==> config.mk <==
export PLATFORM = sky130hd
export DESIGN_NAME = pic_top
export DESIGN_NICKNAME = d
export VERILOG_FILES = /design/src/shared/pic_pkg.sv /design/src/shared/pic_arb_if.sv /design/src/hw/pic_top.sv /design/src/hw/pic_arbiter.sv
export SDC_FILE = /design/constraint.sdc
export NUM_CORES = 1
export LEC_CHECK = 0
export BUFFER_PORTS_ARGS = -buffer_cell sky130_fd_sc_hd__buf_2
export CAP_MARGIN = 40
export CORE_MARGIN = 2
export CORE_UTILIZATION = 35
export CTS_CLUSTER_DIAMETER = 50
export DETAILED_ROUTE_END_ITERATION = 8
export GPL_TIMING_DRIVEN = 0
export PLACE_DENSITY = 0.63
export SKIP_CTS_REPAIR_TIMING = 1
export SLEW_MARGIN = 25
export SYNTH_ARGS = -nofsm -noshare
export SYNTH_HDL_FRONTEND = slang
export SYNTH_HIERARCHICAL = 1
export SYNTH_SLANG_ARGS = --single-unit
==> constraint.sdc <==
create_clock -name CLK_SYS -period 10 [get_ports CLK_SYS]
set_clock_uncertainty 0.1 [all_clocks]
set_input_delay 2 -clock CLK_SYS [delete_from_list [all_inputs] [get_ports CLK_SYS]]
set_output_delay 2 -clock CLK_SYS [all_outputs]
set_load 0.05 [all_outputs]
==> src/shared/pic_pkg.sv <==
/*
 * Shared constants for the priority interrupt controller: register
 * offsets, field positions, reset values, widths and mode codes.
 * Assumes a word-addressed peripheral bus with 16-bit registers.
 */
package pic_pkg;
    // Source counts and widths
    localparam int NUM_SRC   = 64;
    localparam int SRC_W     = 6;
    localparam int NUM_FIXED = 8;
    localparam int NUM_IPR   = 7;
    localparam int FLD_PER   = 8;
    localparam int ADDR_W    = 5;
    localparam int DATA_W    = 16;
    localparam int VADDR_W   = 21;
    localparam int VBA_LSB_W = 15;
    localparam int FIVAH_W   = 5;

    // Register offsets (word addresses)
    localparam logic [4:0] OFF_IRQ_PRIORITY_0   = 5'h00;
    localparam logic [4:0] OFF_IRQ_PRIORITY_6   = 5'h06;
    localparam logic [4:0] OFF_VBA    = 5'h07;
    localparam logic [4:0] OFF_FAST_MATCH_0   = 5'h08;
    localparam logic [4:0] OFF_FAST_VECTOR_LOW_0 = 5'h09;
    localparam logic [4:0] OFF_FAST_VECTOR_HIGH_0 = 5'h0a;
    localparam logic [4:0] OFF_FAST_MATCH_1   = 5'h0b;
    localparam logic [4:0] OFF_FAST_VECTOR_LOW_1 = 5'h0c;
    localparam logic [4:0] OFF_FAST_VECTOR_HIGH_1 = 5'h0d;
    localparam logic [4:0] OFF_PEND0  = 5'h0e;
    localparam logic [4:0] OFF_PEND1  = 5'h0f;
    localparam logic [4:0] OFF_PEND2  = 5'h10;
    localparam logic [4:0] OFF_PEND3  = 5'h11;
    localparam logic [4:0] OFF_CTRL   = 5'h16;

    // Control register field positions
    localparam int CTRL_ASSERT_BIT = 15;
    localparam int CTRL_LEVEL_LSB  = 13;
    localparam int CTRL_VEC_LSB    = 7;
    localparam int CTRL_WAKE_BIT   = 6;
    localparam int CTRL_DIS_BIT    = 5;

    // Reset values
    localparam logic [15:0] REG_RST       = 16'h0000;
    localparam logic [20:0] BOOT_ADDR_RST = 21'h0_0000;

    // Levels and presented-level codes
    localparam logic [1:0] LVL_FIXED  = 2'h3;
    localparam logic [1:0] LVL_FAST   = 2'h2;
    localparam logic [1:0] CODE_OFF   = 2'h0;
    localparam logic [1:0] PRES_NONE  = 2'h0;
    localparam logic [1:0] PRES_L0    = 2'h1;
    localparam logic [1:0] PRES_L1    = 2'h2;
    localparam logic [1:0] PRES_L23   = 2'h3;

    // Sources whose codes 01..11 mean levels 1..3 (others 0..2)
    localparam logic [55:0] HIGH_MAP_RST = 56'h00_0000_0000_00ff;

    typedef enum logic [2:0] {
        MODE_FUNC = 3'b001,
        MODE_WAIT = 3'b010,
        MODE_STOP = 3'b100
    } pic_mode_t;
endpackage

==> src/shared/pic_arb_if.sv <==
/*
 * Carrier between the controller top and its arbiter: per-source
 * activity and level in, winning source and level out.
 * Assumes both ends run on the same clock; the path is combinational.
 */
`timescale 1ns/1ps
interface pic_arb_if;
    import pic_pkg::*;
    logic [NUM_SRC-1:0] act;
    logic [1:0]         lvl [NUM_SRC];
    logic               win_valid;
    logic [1:0]         win_lvl;
    logic [SRC_W-1:0]   win_src;

    modport arb  (input act, lvl, output win_valid, win_lvl, win_src);
    modport user (output act, lvl, input win_valid, win_lvl, win_src);
endinterface

==> src/hw/pic_top.sv <==
/*
 * Priority interrupt controller top: register file on the peripheral
 * bus, level mapping, presentation to the core, fast vectors,
 * low-power wake request and boot address.
 * Assumes all inputs are synchronous to CLK_SYS.
 */
//
// Summary of operation
// Arbitrate requests, signal core, supply vector
// Three programmable levels per source, some fixed
// Same level: lowest source number wins
// Normal vector is base joined with number
// Core mask bits limit accepted levels
// Presented level field encodes current level
// Two fast interrupts with match and address
// Software sets level two, match, address
// Level-two match outputs stored fast address
// Fast interrupt known before the core
// Core skips fast handling on subroutine jump
// Pending request in low power wakes clocks
// Wake only if enabled before low power
// Drive initial fetch address after reset
// Bus slave at base plus offset
// Functional mode by default, else wait/stop
// Priority fields reset to disabled
// Code-to-level map differs among sources
// Present only highest unmasked pending request
`timescale 1ns/1ps
module pic_top
    import pic_pkg::*;
#(
    parameter logic [VADDR_W-1:0] P_BOOT_ADDR = BOOT_ADDR_RST,
    parameter logic [55:0]        P_HIGH_MAP  = HIGH_MAP_RST
)(
    input  wire logic               CLK_SYS,
    input  wire logic               RESETN,
    input  wire logic [ADDR_W-1:0]  IPB_ADDR,
    input  wire logic [DATA_W-1:0]  IPB_WDATA,
    input  wire logic               IPB_WR,
    input  wire logic               IPB_RD,
    output logic      [DATA_W-1:0]  IPB_RDATA,
    input  wire logic [NUM_SRC-1:0] IRQ_REQ,
    input  wire logic [1:0]         CORE_MASK,
    input  wire logic               LP_WAIT,
    input  wire logic               LP_STOP,
    input  wire logic               CORE_BOOT_DONE,
    output logic                    IRQ_ASSERT,
    output logic      [1:0]         IRQ_LEVEL,
    output logic      [SRC_W-1:0]   IRQ_VECTOR,
    output logic      [VADDR_W-1:0] IRQ_VADDR,
    output logic                    IRQ_FAST,
    output logic                    BOOT_VALID,
    output logic                    WAKE_REQ
);
    pic_arb_if ab ();

    logic [DATA_W-1:0]  ipr_r [NUM_IPR];
    logic [DATA_W-1:0]  vba_r, fast_match_0_r, fast_vector_low_0_r, fast_vector_high_0_r;
    logic [DATA_W-1:0]  fast_match_1_r, fast_vector_low_1_r, fast_vector_high_1_r;
    logic               dis_r;
    logic [NUM_SRC-1:0] src_en, pend, snap_en_r;
    logic [1:0]         code [NUM_SRC];
    pic_mode_t          mode_r, mode_nxt;
    logic               boot_r;
    logic [DATA_W-1:0]  rdata_nxt, ctrl_rd;
    logic               allowed, fast0, fast1, wake_nxt;
    logic [1:0]         pres_nxt;
    logic [VADDR_W-1:0] vaddr_nxt;

    // Per-source level and enable; fixed sources always at top level
    for (genvar s = 0; s < NUM_SRC; s++) begin : g_src
        if (s < NUM_FIXED) begin : g_fix
            assign code[s]   = LVL_FIXED;
            assign src_en[s] = 1'b1;
            assign ab.lvl[s] = LVL_FIXED;
        end else begin : g_prog
            localparam int F = s - NUM_FIXED;
            assign code[s]   = ipr_r[F / FLD_PER][(F % FLD_PER) * 2 +: 2];
            assign src_en[s] = (code[s] != CODE_OFF);
            assign ab.lvl[s] = P_HIGH_MAP[F] ? code[s]
                             : code[s] - 2'h1;
        end
    end
    assign pend   = IRQ_REQ & src_en;
    assign ab.act = pend;

    pic_arbiter u_arb (
        .bus (ab)
    );

    // Priority field registers; every field resets to disabled
    always_ff @(posedge CLK_SYS or negedge RESETN) begin
        if (!RESETN) begin
            for (int i = 0; i < NUM_IPR; i++) begin
                ipr_r[i] <= REG_RST;
            end
        end else if (IPB_WR && IPB_ADDR <= OFF_IRQ_PRIORITY_6) begin
            ipr_r[IPB_ADDR[2:0]] <= IPB_WDATA;
        end
    end

    // Vector base, fast match and fast address registers
    always_ff @(posedge CLK_SYS or negedge RESETN) begin
        if (!RESETN) begin
            vba_r    <= REG_RST;
            fast_match_0_r   <= REG_RST;
            fast_vector_low_0_r <= REG_RST;
            fast_vector_high_0_r <= REG_RST;
            fast_match_1_r   <= REG_RST;
            fast_vector_low_1_r <= REG_RST;
            fast_vector_high_1_r <= REG_RST;
            dis_r    <= 1'b0;
        end else if (IPB_WR) begin
            unique case (IPB_ADDR)
                OFF_VBA:    vba_r    <= IPB_WDATA;
                OFF_FAST_MATCH_0:   fast_match_0_r   <= IPB_WDATA;
                OFF_FAST_VECTOR_LOW_0: fast_vector_low_0_r <= IPB_WDATA;
                OFF_FAST_VECTOR_HIGH_0: fast_vector_high_0_r <= IPB_WDATA;
                OFF_FAST_MATCH_1:   fast_match_1_r   <= IPB_WDATA;
                OFF_FAST_VECTOR_LOW_1: fast_vector_low_1_r <= IPB_WDATA;
                OFF_FAST_VECTOR_HIGH_1: fast_vector_high_1_r <= IPB_WDATA;
                OFF_CTRL:   dis_r    <= IPB_WDATA[CTRL_DIS_BIT];
                default:    dis_r    <= dis_r;
            endcase
        end
    end

    // Control register readback: own state plus core mask mirror
    assign ctrl_rd = {IRQ_ASSERT, IRQ_LEVEL, IRQ_VECTOR, WAKE_REQ,
                      dis_r, 3'h0, CORE_MASK};

    // Read selection; unmapped offsets read as zero
    always_comb begin
        rdata_nxt = REG_RST;
        if (IPB_ADDR <= OFF_IRQ_PRIORITY_6) begin
            rdata_nxt = ipr_r[IPB_ADDR[2:0]];
        end
        unique case (IPB_ADDR)
            OFF_VBA:    rdata_nxt = vba_r;
            OFF_FAST_MATCH_0:   rdata_nxt = fast_match_0_r;
            OFF_FAST_VECTOR_LOW_0: rdata_nxt = fast_vector_low_0_r;
            OFF_FAST_VECTOR_HIGH_0: rdata_nxt = fast_vector_high_0_r;
            OFF_FAST_MATCH_1:   rdata_nxt = fast_match_1_r;
            OFF_FAST_VECTOR_LOW_1: rdata_nxt = fast_vector_low_1_r;
            OFF_FAST_VECTOR_HIGH_1: rdata_nxt = fast_vector_high_1_r;
            OFF_PEND0:  rdata_nxt = pend[15:0];
            OFF_PEND1:  rdata_nxt = pend[31:16];
            OFF_PEND2:  rdata_nxt = pend[47:32];
            OFF_PEND3:  rdata_nxt = pend[63:48];
            OFF_CTRL:   rdata_nxt = ctrl_rd;
            default:    rdata_nxt = rdata_nxt;
        endcase
    end

    // Registered read data, valid the cycle after the strobe
    always_ff @(posedge CLK_SYS or negedge RESETN) begin
        if (!RESETN) begin
            IPB_RDATA <= REG_RST;
        end else if (IPB_RD) begin
            IPB_RDATA <= rdata_nxt;
        end
    end

    // Operating mode: functional by default, wait and stop otherwise
    always_comb begin
        mode_nxt = mode_r;
        unique case (mode_r)
            MODE_FUNC: begin
                if (LP_STOP) begin
                    mode_nxt = MODE_STOP;
                end else if (LP_WAIT) begin
                    mode_nxt = MODE_WAIT;
                end
            end
            MODE_WAIT, MODE_STOP: begin
                if (!LP_WAIT && !LP_STOP) begin
                    mode_nxt = MODE_FUNC;
                end
            end
            default: mode_nxt = MODE_FUNC;
        endcase
    end

    // Mode register and enable snapshot taken on entry to low power
    always_ff @(posedge CLK_SYS or negedge RESETN) begin
        if (!RESETN) begin
            mode_r    <= MODE_FUNC;
            snap_en_r <= '0;
        end else begin
            mode_r <= mode_nxt;
            if (mode_r == MODE_FUNC && mode_nxt != MODE_FUNC) begin
                snap_en_r <= src_en;
            end
        end
    end

    // Wake request only for sources enabled before entry
    assign wake_nxt = (mode_r != MODE_FUNC)
                      && |(IRQ_REQ & snap_en_r);

    // Presentation gate: level at or above the core mask
    assign allowed = ab.win_valid && (ab.win_lvl >= CORE_MASK)
                     && !dis_r && !boot_r && mode_r == MODE_FUNC;
    assign pres_nxt = !allowed ? PRES_NONE :
                      ab.win_lvl == 2'h0 ? PRES_L0 :
                      ab.win_lvl == 2'h1 ? PRES_L1 : PRES_L23;

    // Fast match only at level two, checked ahead of the core
    assign fast0 = ab.win_lvl == LVL_FAST
                   && ab.win_src == fast_match_0_r[SRC_W-1:0];
    assign fast1 = ab.win_lvl == LVL_FAST
                   && ab.win_src == fast_match_1_r[SRC_W-1:0];
    assign vaddr_nxt = boot_r ? P_BOOT_ADDR :
        fast0 ? {fast_vector_high_0_r[FIVAH_W-1:0], fast_vector_low_0_r} :
        fast1 ? {fast_vector_high_1_r[FIVAH_W-1:0], fast_vector_low_1_r} :
        {vba_r[VBA_LSB_W-1:0], ab.win_src};

    // Boot address is driven until the core takes its first fetch
    always_ff @(posedge CLK_SYS or negedge RESETN) begin
        if (!RESETN) begin
            boot_r <= 1'b1;
        end else if (CORE_BOOT_DONE) begin
            boot_r <= 1'b0;
        end
    end

    // Registered outputs toward the core and clock unit
    always_ff @(posedge CLK_SYS or negedge RESETN) begin
        if (!RESETN) begin
            IRQ_ASSERT <= 1'b0;
            IRQ_LEVEL  <= PRES_NONE;
            IRQ_VECTOR <= '0;
            IRQ_VADDR  <= P_BOOT_ADDR;
            IRQ_FAST   <= 1'b0;
            BOOT_VALID <= 1'b1;
            WAKE_REQ   <= 1'b0;
        end else begin
            IRQ_ASSERT <= allowed;
            IRQ_LEVEL  <= pres_nxt;
            IRQ_VECTOR <= ab.win_src;
            IRQ_VADDR  <= vaddr_nxt;
            IRQ_FAST   <= allowed && (fast0 || fast1);
            BOOT_VALID <= boot_r && !CORE_BOOT_DONE;
            WAKE_REQ   <= wake_nxt;
        end
    end

    // Helper for checks: active sources at or above the winner
    logic [NUM_SRC-1:0] same_lvl, above_lvl;
    for (genvar s = 0; s < NUM_SRC; s++) begin : g_chk
        assign same_lvl[s]  = ab.act[s] && ab.lvl[s] == ab.win_lvl;
        assign above_lvl[s] = ab.act[s] && ab.lvl[s] > ab.win_lvl;
    end
endmodule

==> src/hw/pic_arbiter.sv <==
/*
 * Combinational arbiter: highest level first, lowest source number
 * within a level. Assumes lvl is meaningful only where act is set.
 */
`timescale 1ns/1ps
module pic_arbiter
    import pic_pkg::*;
(
    pic_arb_if.arb bus
);
    logic [NUM_SRC-1:0] hit [4];
    logic [3:0]         any;

    // Index of the lowest set bit, source 0 ranks first
    function automatic logic [SRC_W-1:0] first_set(
        input logic [NUM_SRC-1:0] v);
        logic [SRC_W-1:0] idx;
        idx = '0;
        for (int i = NUM_SRC - 1; i >= 0; i--) begin
            if (v[i]) begin
                idx = i[SRC_W-1:0];
            end
        end
        return idx;
    endfunction

    // Split active requests by level
    for (genvar l = 0; l < 4; l++) begin : g_lvl
        for (genvar s = 0; s < NUM_SRC; s++) begin : g_src
            assign hit[l][s] = bus.act[s] && (bus.lvl[s] == l[1:0]);
        end
        assign any[l] = |hit[l];
    end

    // Highest level wins, then the lowest number within it
    assign bus.win_valid = |any;
    assign bus.win_lvl   = any[3] ? 2'h3 : any[2] ? 2'h2 :
                           any[1] ? 2'h1 : 2'h0;
    assign bus.win_src   = first_set(hit[bus.win_lvl]);
endmodule

==> results of run 1 <==
==> report_power, final <==
part | total (W) | internal (W) | switching, W
combinational | 0.00269 | 0.000853 | 0.00183
sequential | 0.00203 | 0.00169 | 0.000345
clock | 0.00155 | 0.000911 | 0.000642
==> routing by layer <==
metal	wire (µm)	track usage (%)	part of all wire [%]	vias to the layer above
met1	45100	42.4	37	11400
li1	-	-	-	9535
met3	16400	11.8	13	502
met5	89	0	0.073	-
met2	51000	50.8	42	1935
met4	9760	22.3	8.0	12
==> logic make-up after synthesis <==
family,count (synthesis)
fa+ha+maj,50
xor+xnor,76
other cells,1
compound gates,493
buf+inv,365
simple gates,838
mux,321
flops,335
==> worst max-delay path by stage <==
stage                               to  cells past startpoint
2_1_floorplan   IRQ_VADDR[5]$_DFF_PN0_                     20
3_3_place_gp   IRQ_VADDR[18]$_DFF_PN0_                     23
3_5_place_dp   IRQ_VADDR[18]$_DFF_PN0_                     22
4_1_cts        IRQ_VADDR[18]$_DFF_PN0_                     22
5_1_grt         IRQ_VADDR[5]$_DFF_PN0_                     21
6_report        IRQ_VADDR[9]$_DFF_PN0_                     21
==> critical path, stage by stage <==
cell and delay (ns):
sky130_fd_sc_hd__buf_2 0.09, sky130_fd_sc_hd__nor2b_1 0.71, sky130_fd_sc_hd__nand3_1 0.43, sky130_fd_sc_hd__o2111ai_1 0.34, sky130_fd_sc_hd__nor4_1 0.14, sky130_fd_sc_hd__nand2_1 0.32
sky130_fd_sc_hd__nor2_1 0.13, sky130_fd_sc_hd__nand2_1 0.52, sky130_fd_sc_hd__clkbuf_1 0.60, sky130_fd_sc_hd__clkbuf_1 0.59, sky130_fd_sc_hd__nor3_1 0.10, sky130_fd_sc_hd__o21ai_0 0.53
sky130_fd_sc_hd__nand2_1 0.22, sky130_fd_sc_hd__nor4_1 0.44, sky130_fd_sc_hd__and3_1 0.27, sky130_fd_sc_hd__nor4b_4 0.67, sky130_fd_sc_hd__xnor2_1 0.28, sky130_fd_sc_hd__nand4_1 0.29
sky130_fd_sc_hd__clkbuf_1 0.51, sky130_fd_sc_hd__nor2_1 0.09, sky130_fd_sc_hd__a211oi_1 0.36
==> cell type report <==
cell class	count	area, µm²	area share (%)
well taps	864	1080	3.96
flip-flops and latches	335	8390	30.7
clock inverters	20	226	0.830
diodes	2	5.00	0.0183
clock buffers	54	1160	4.27
multi-input cells	1856	13700	50.3
plain buffers	133	800	2.93
repair buffers	170	1020	3.74
inverters	232	871	3.19
==> metrics by stage <==
| stage | power [W] | hold slack (ns) |
|---|---|---|
| finish | 0.00627 | 0.383 |
| floorplan | 0.00343 | 0.330 |
| CTS | 0.00611 | 0.383 |
| global route | 0.00642 | 0.399 |
| detailed placement | 0.00456 | 0.368 |
| global placement | 0.00449 | 0.356 |
==> cells in the mapped netlist, types with 37 or more instances <==
cell	number	area (µm²)
sky130_fd_sc_hd__nor2_1	71	267
sky130_fd_sc_hd__xnor2_1	46	403
sky130_fd_sc_hd__o21ai_0	104	521
sky130_fd_sc_hd__mux2i_1	73	731
sky130_fd_sc_hd__nand2b_1	44	275
sky130_fd_sc_hd__mux2_2	191	2150
sky130_fd_sc_hd__inv_1	230	863
sky130_fd_sc_hd__nand2_1	192	721
sky130_fd_sc_hd__ha_1	50	626
sky130_fd_sc_hd__clkbuf_1	54	203
sky130_fd_sc_hd__a21oi_1	58	290
sky130_fd_sc_hd__dfrtp_1	332	8310
sky130_fd_sc_hd__nand3b_1	94	706
sky130_fd_sc_hd__nor3_1	57	285
sky130_fd_sc_hd__nor4_1	43	269
sky130_fd_sc_hd__nor2b_1	62	388
sky130_fd_sc_hd__mux2_4	40	601
sky130_fd_sc_hd__nand3_1	95	475
sky130_fd_sc_hd__a211oi_1	37	278
sky130_fd_sc_hd__and3_1	45	282
==> registers in the layout, indices dropped and copies added, names as in the netlist, 2 cells and up <==
register	cells
IRQ_VECTOR	6
IPB_RDATA	16
vba_r	16
snap_en_r	57
fast_vector_low_1_r	16
fast_vector_high_0_r	16
ab.lvl	16
IRQ_VADDR	21
mode_r	3
fast_match_1_r	16
fast_match_0_r	16
fast_vector_high_1_r	16
IRQ_LEVEL	2
fast_vector_low_0_r	16
code	96
==> impl_metrics.ini, run 1 <==
[status]
run_status = complete, no violations

[min_path]
min_to = snap_en_r[20]$_DFFE_PN0P_
hold_crit_start = snap_en_r[20]$_DFFE_PN0P_
min_path_cells = 2
hold_class = reg2reg

[setup_path]
worst-path-max-fanout = 10
arrival_ns = 9.68
critPathCaptureType = flop
timing.critical_path.from = IRQ_REQ[61]
reg2regPathDepth = 23
rr_endpoint = IRQ_VADDR[9]$_DFF_PN0_
worstReg2RegStart = code[86]$_DFFE_PN0P_
r2r_setup_slack_ns = 1.22
cp_data_required_time_ns = 10.35
setup.worst_path.start_class = input pin
worst-setup-path-type = in2reg

[route]
avgRoutedWirePerCell_um = 33.4
drt_drc_violations_left = 0
postRouteAntennaNets = 0
routed_via_density = 6.38
drt_pass1_iterations = 8
postRouteWirelength_um = 122000
via_count = 23400
drt_first_iter_violations = 3804

[sta]
tns_ns = 0
final-max-slew-violation-count = 0
timing.max_slew.rel_slack_pct = 30.1
max_slew.worst_pin.slew_ns = 1.05
max_freq_mhz = 107
report.final.setup_viol = 0
layout_min_cycle_time_ns = 9.33
rsz0062_at_grt = no
final_period_utilization_pct = 93.3
hold_viol_final = 0
smallest_setup_slack_after_layout_ns = 0.671

[power_and_ir_drop]
power_leakage_nw = 12.5
power-per-cell-area_nw_per_um2 = 230
ir_drop_mv = 0.178

[synth]
synth_compound_area_share_pct = 14.8
synth-warning-count = 6
synth_area_per_cell_um2 = 9.47
yosys.area_share.simple_pct = 20.6
synth-async-reset-ratio_pct = 100
ys.flop_type = sky130_fd_sc_hd__dfrtp_1
synth.cell_area_um2 = 23500
synth_xor_area_share_pct = 2.84
yosys.area_share.adder_pct = 2.67
count_of_flip_flops_with_a_built_in_enable_after_synthesis = 0
postSynthRegisterBits = 335
synth-seq-area-share_pct = 35.7
portion_of_netlist_area_occupied_by_mux_cells_pct = 16.2
synth_top_family_by_area = simple AND/OR/NAND/NOR gates
synth_cell_type_count = 111
post_synth_inst_count = 2479

[layout]
filler_cell_count = 6593
layout-drive-gt1-share_pct = 22.3
layout.cell_area.non_filler_um2 = 27300
most-common-layout-cells = 332 x sky130_fd_sc_hd__dfrtp_1, 230 x sky130_fd_sc_hd__inv_1, 192 x sky130_fd_sc_hd__nand2_1
finish.utilization_pct = 41.3
flow.area_growth_from_synthesis_pct = 16.3
final_cell_count_without_fillers = 3666
layout.nets = 2913
layout.cells.most_common = sky130_fd_sc_hd__dfrtp_1

[placement]
placed_cells_incl_taps = 3585
io_buffer_count = 139
pre_cts_ws_ns = 0.571
placed_area_um2 = 25800
detailed_place_hpwl_um = 96200
place.gp.congestion = 1.15

[floorplanning]
die_h_um = 263
core_area_um2 = 66100
initial_utilization_pct = 35.5
floorplan.rows = 94
die-width_um = 263
ios = 143
die-area_um2 = 69100

[clock_network]
clk_root_buffer_cell = sky130_fd_sc_hd__clkbuf_16
cts_htree_levels = 2
cts.sink_count = 335
worstSkewPairLatency_ns = 0.58
clk_transition_reported_paths_ns = 0.07
clock_tree_from_tritoncts = yes
clock_path_buffers = 3
cts_buffers = 41

[global_route]
vias_in_the_first_global_route = 22000
globalRoute.totalOverflow = 0
wire_length_of_the_first_global_routing_pass_um = 169000
grt_antenna_before_repair = 10
pin_count_of_the_biggest_net_entering_global_routing = 91
global_route.usage.total_pct = 34.3

[job]
cap_violations = 0
Power figures use the tool's default switching activity.
==> inputs of run 2 (changes only) <==
--- a/config.mk
+++ b/config.mk
@@ -9,6 +9,7 @@
 export CAP_MARGIN = 40
 export CORE_MARGIN = 2
 export CORE_UTILIZATION = 35
+export CTS_BUF_LIST = sky130_fd_sc_hd__clkbuf_16
 export CTS_CLUSTER_DIAMETER = 50
 export DETAILED_ROUTE_END_ITERATION = 8
 export GPL_TIMING_DRIVEN = 0
==> run 2 against run 1 <==
Compared with the run above:
- via count grew 0.84%
- final area shrank 0.29%
- sequential power is essentially flat
- utilization fell by 0.12 points
- critical path type unchanged
- largest cell class unchanged
- highest routed layer unchanged
==> impl_metrics.ini, run 2 (synthesis results as in run 1) <==
[status]
run_status = complete, no violations

[sta]
max_freq_mhz = 107
hold_viol_final = 0
report.final.setup_viol = 0
final_period_utilization_pct = 93.9
max_slew.worst_pin.slew_ns = 1.02
timing.max_slew.rel_slack_pct = 31.9
hold-worst-slack_ns = 0.382
final-max-slew-violation-count = 0
rsz0062_at_grt = no
tns_ns = 0
layout_min_cycle_time_ns = 9.39

[setup_path]
rr_endpoint = IRQ_VADDR[9]$_DFF_PN0_
timing.critical_path.from = IRQ_REQ[61]
worst-setup-path-type = in2reg
critPathCaptureType = flop
r2r_setup_slack_ns = 1.15
worst-path-max-fanout = 10
worstReg2RegStart = code[86]$_DFFE_PN0P_
setup.worst_path.start_class = input pin
cp-endpoint = IRQ_VADDR[9]$_DFF_PN0_
reg2regPathDepth = 23
arrival_ns = 9.73
cp_data_required_time_ns = 10.34

[clock_network]
clock_path_buffers = 3
cts.sink_count = 335
cts_buffers = 41
worstSkewPairLatency_ns = 0.58
clk_root_buffer_cell = sky130_fd_sc_hd__clkbuf_16
clk_transition_reported_paths_ns = 0.06
cts_htree_levels = 2
clock_tree_from_tritoncts = yes

[floorplanning]
die-width_um = 263
floorplan.rows = 94
ios = 143
die-area_um2 = 69100
die_h_um = 263
core_area_um2 = 66100
initial_utilization_pct = 35.5

[route]
drt_drc_violations_left = 0
avgRoutedWirePerCell_um = 33.4
via_count = 23600
routed_via_density = 6.43
postRouteAntennaNets = 0
drt_pass1_iterations = 7
drt_first_iter_violations = 3897
postRouteWirelength_um = 123000

[global_route]
pin_count_of_the_biggest_net_entering_global_routing = 91
global_route.usage.total_pct = 34.3
globalRoute.totalOverflow = 0
grt_antenna_before_repair = 9
vias_in_the_first_global_route = 22000
wire_length_of_the_first_global_routing_pass_um = 169000

[layout]
most-common-layout-cells = 332 x sky130_fd_sc_hd__dfrtp_1, 234 x sky130_fd_sc_hd__inv_1, 192 x sky130_fd_sc_hd__nand2_1
layout.nets = 2913
final_cell_count_without_fillers = 3670
layout.cell_area.non_filler_um2 = 27200
flip_flop_count_of_the_largest_register_after_layout = 96
filler_cell_count = 6604
flow.area_growth_from_synthesis_pct = 16.0
layout.cells.most_common = sky130_fd_sc_hd__dfrtp_1
layout-drive-gt1-share_pct = 22.0

[placement]
io_buffer_count = 139
place.gp.congestion = 1.15
placed_cells_incl_taps = 3585
placed_area_um2 = 25800
detailed_place_hpwl_um = 96200

[power_and_ir_drop]
ir_drop_mv = 0.181
power-per-cell-area_nw_per_um2 = 228
power_leakage_nw = 12.5

[job]
cap_violations = 0

[min_path]
hold_class = reg2reg
## run 2: changes by cell type in the layout (fill, tap and decap cells not counted), sizes merged
cell	change
clkbuf	-13
clkinv	+9
diode	+4
inv	+4
## run 2: layout make-up
cell class	instances	area (µm²)	share of cell area, %
Buffer	133	800	2.94
Clock buffer	41	1030	3.77
Clock inverter	33	275	1.01
Tap cell	864	1080	3.97
Sequential cell	335	8390	30.8
Inverter	232	871	3.20
Timing Repair Buffer	170	1020	3.76
Antenna cell	6	15.0	0.0552
Multi-Input combinational cell	1856	13700	50.5
## run 2: how the worst min path moves through the flow
stage	cells past startpoint	slack [ns]	startpoint	to
finish	2	0.38	snap_en_r[56]$_DFFE_PN0P_	snap_en_r[56]$_DFFE_PN0P_
global route	1	0.40	snap_en_r[7]$_DFFE_PN0P_	snap_en_r[7]$_DFFE_PN0P_
CTS	1	0.38	snap_en_r[7]$_DFFE_PN0P_	snap_en_r[7]$_DFFE_PN0P_
detailed placement	1	0.37	snap_en_r[7]$_DFFE_PN0P_	snap_en_r[7]$_DFFE_PN0P_
global placement	1	0.36	snap_en_r[7]$_DFFE_PN0P_	snap_en_r[7]$_DFFE_PN0P_
floorplan	1	0.33	snap_en_r[7]$_DFFE_PN0P_	snap_en_r[7]$_DFFE_PN0P_
## run 2: per-layer routing
| layer | routed length [µm] | share of wire (%) | up-vias | track usage [%] |
|---|---|---|---|---|
| met4 | 10200 | 8.4 | 12 | 22.6 |
| met2 | 50500 | 41 | 2058 | 50.5 |
| met3 | 16700 | 14 | 529 | 11.5 |
| met1 | 45100 | 37 | 11400 | 42.7 |
| met5 | 131 | 0.11 | - | 0 |
| li1 | - | - | 9549 | - |
## run 2: report_power, final
group / switching (W) / total, W / internal, W / leakage, nW
Clock: 0.000635 / 0.00147 / 0.000837 / 0.656
Sequential: 0.000345 / 0.00203 / 0.00169 / 4.26
Combinational: 0.00184 / 0.00269 / 0.000853 / 7.55
Total: 0.00282 / 0.00620 / 0.00338 / 12.5
## run 2: worst max-delay path, cell delays in order
cell and delay [ns]:
sky130_fd_sc_hd__buf_2 0.09, sky130_fd_sc_hd__nor2b_1 0.71, sky130_fd_sc_hd__nand3_1 0.43, sky130_fd_sc_hd__o2111ai_1 0.35, sky130_fd_sc_hd__nor4_1 0.15, sky130_fd_sc_hd__nand2_1 0.31, sky130_fd_sc_hd__nor2_1 0.13, sky130_fd_sc_hd__nand2_1 0.49
sky130_fd_sc_hd__clkbuf_1 0.61, sky130_fd_sc_hd__clkbuf_1 0.58, sky130_fd_sc_hd__nor3_1 0.10, sky130_fd_sc_hd__o21ai_0 0.57, sky130_fd_sc_hd__nand2_1 0.23, sky130_fd_sc_hd__nor4_1 0.44, sky130_fd_sc_hd__and3_1 0.26, sky130_fd_sc_hd__nor4b_4 0.69
sky130_fd_sc_hd__xnor2_1 0.29, sky130_fd_sc_hd__nand4_1 0.30, sky130_fd_sc_hd__clkbuf_1 0.51, sky130_fd_sc_hd__nor2_1 0.09, sky130_fd_sc_hd__a211oi_1 0.36
## run 2: stage by stage
stage / setup WS [ns] / power, W / utilization [%]
floorplan: 3.22 / 0.00343 / -
finish: 0.615 / 0.00620 / 41.2
detailed placement: 0.571 / 0.00456 / 39.1
global route: 0.745 / 0.00634 / 41.2
global placement: -0.180 / 0.00449 / 38.6
CTS: 1.15 / 0.00603 / 41.1
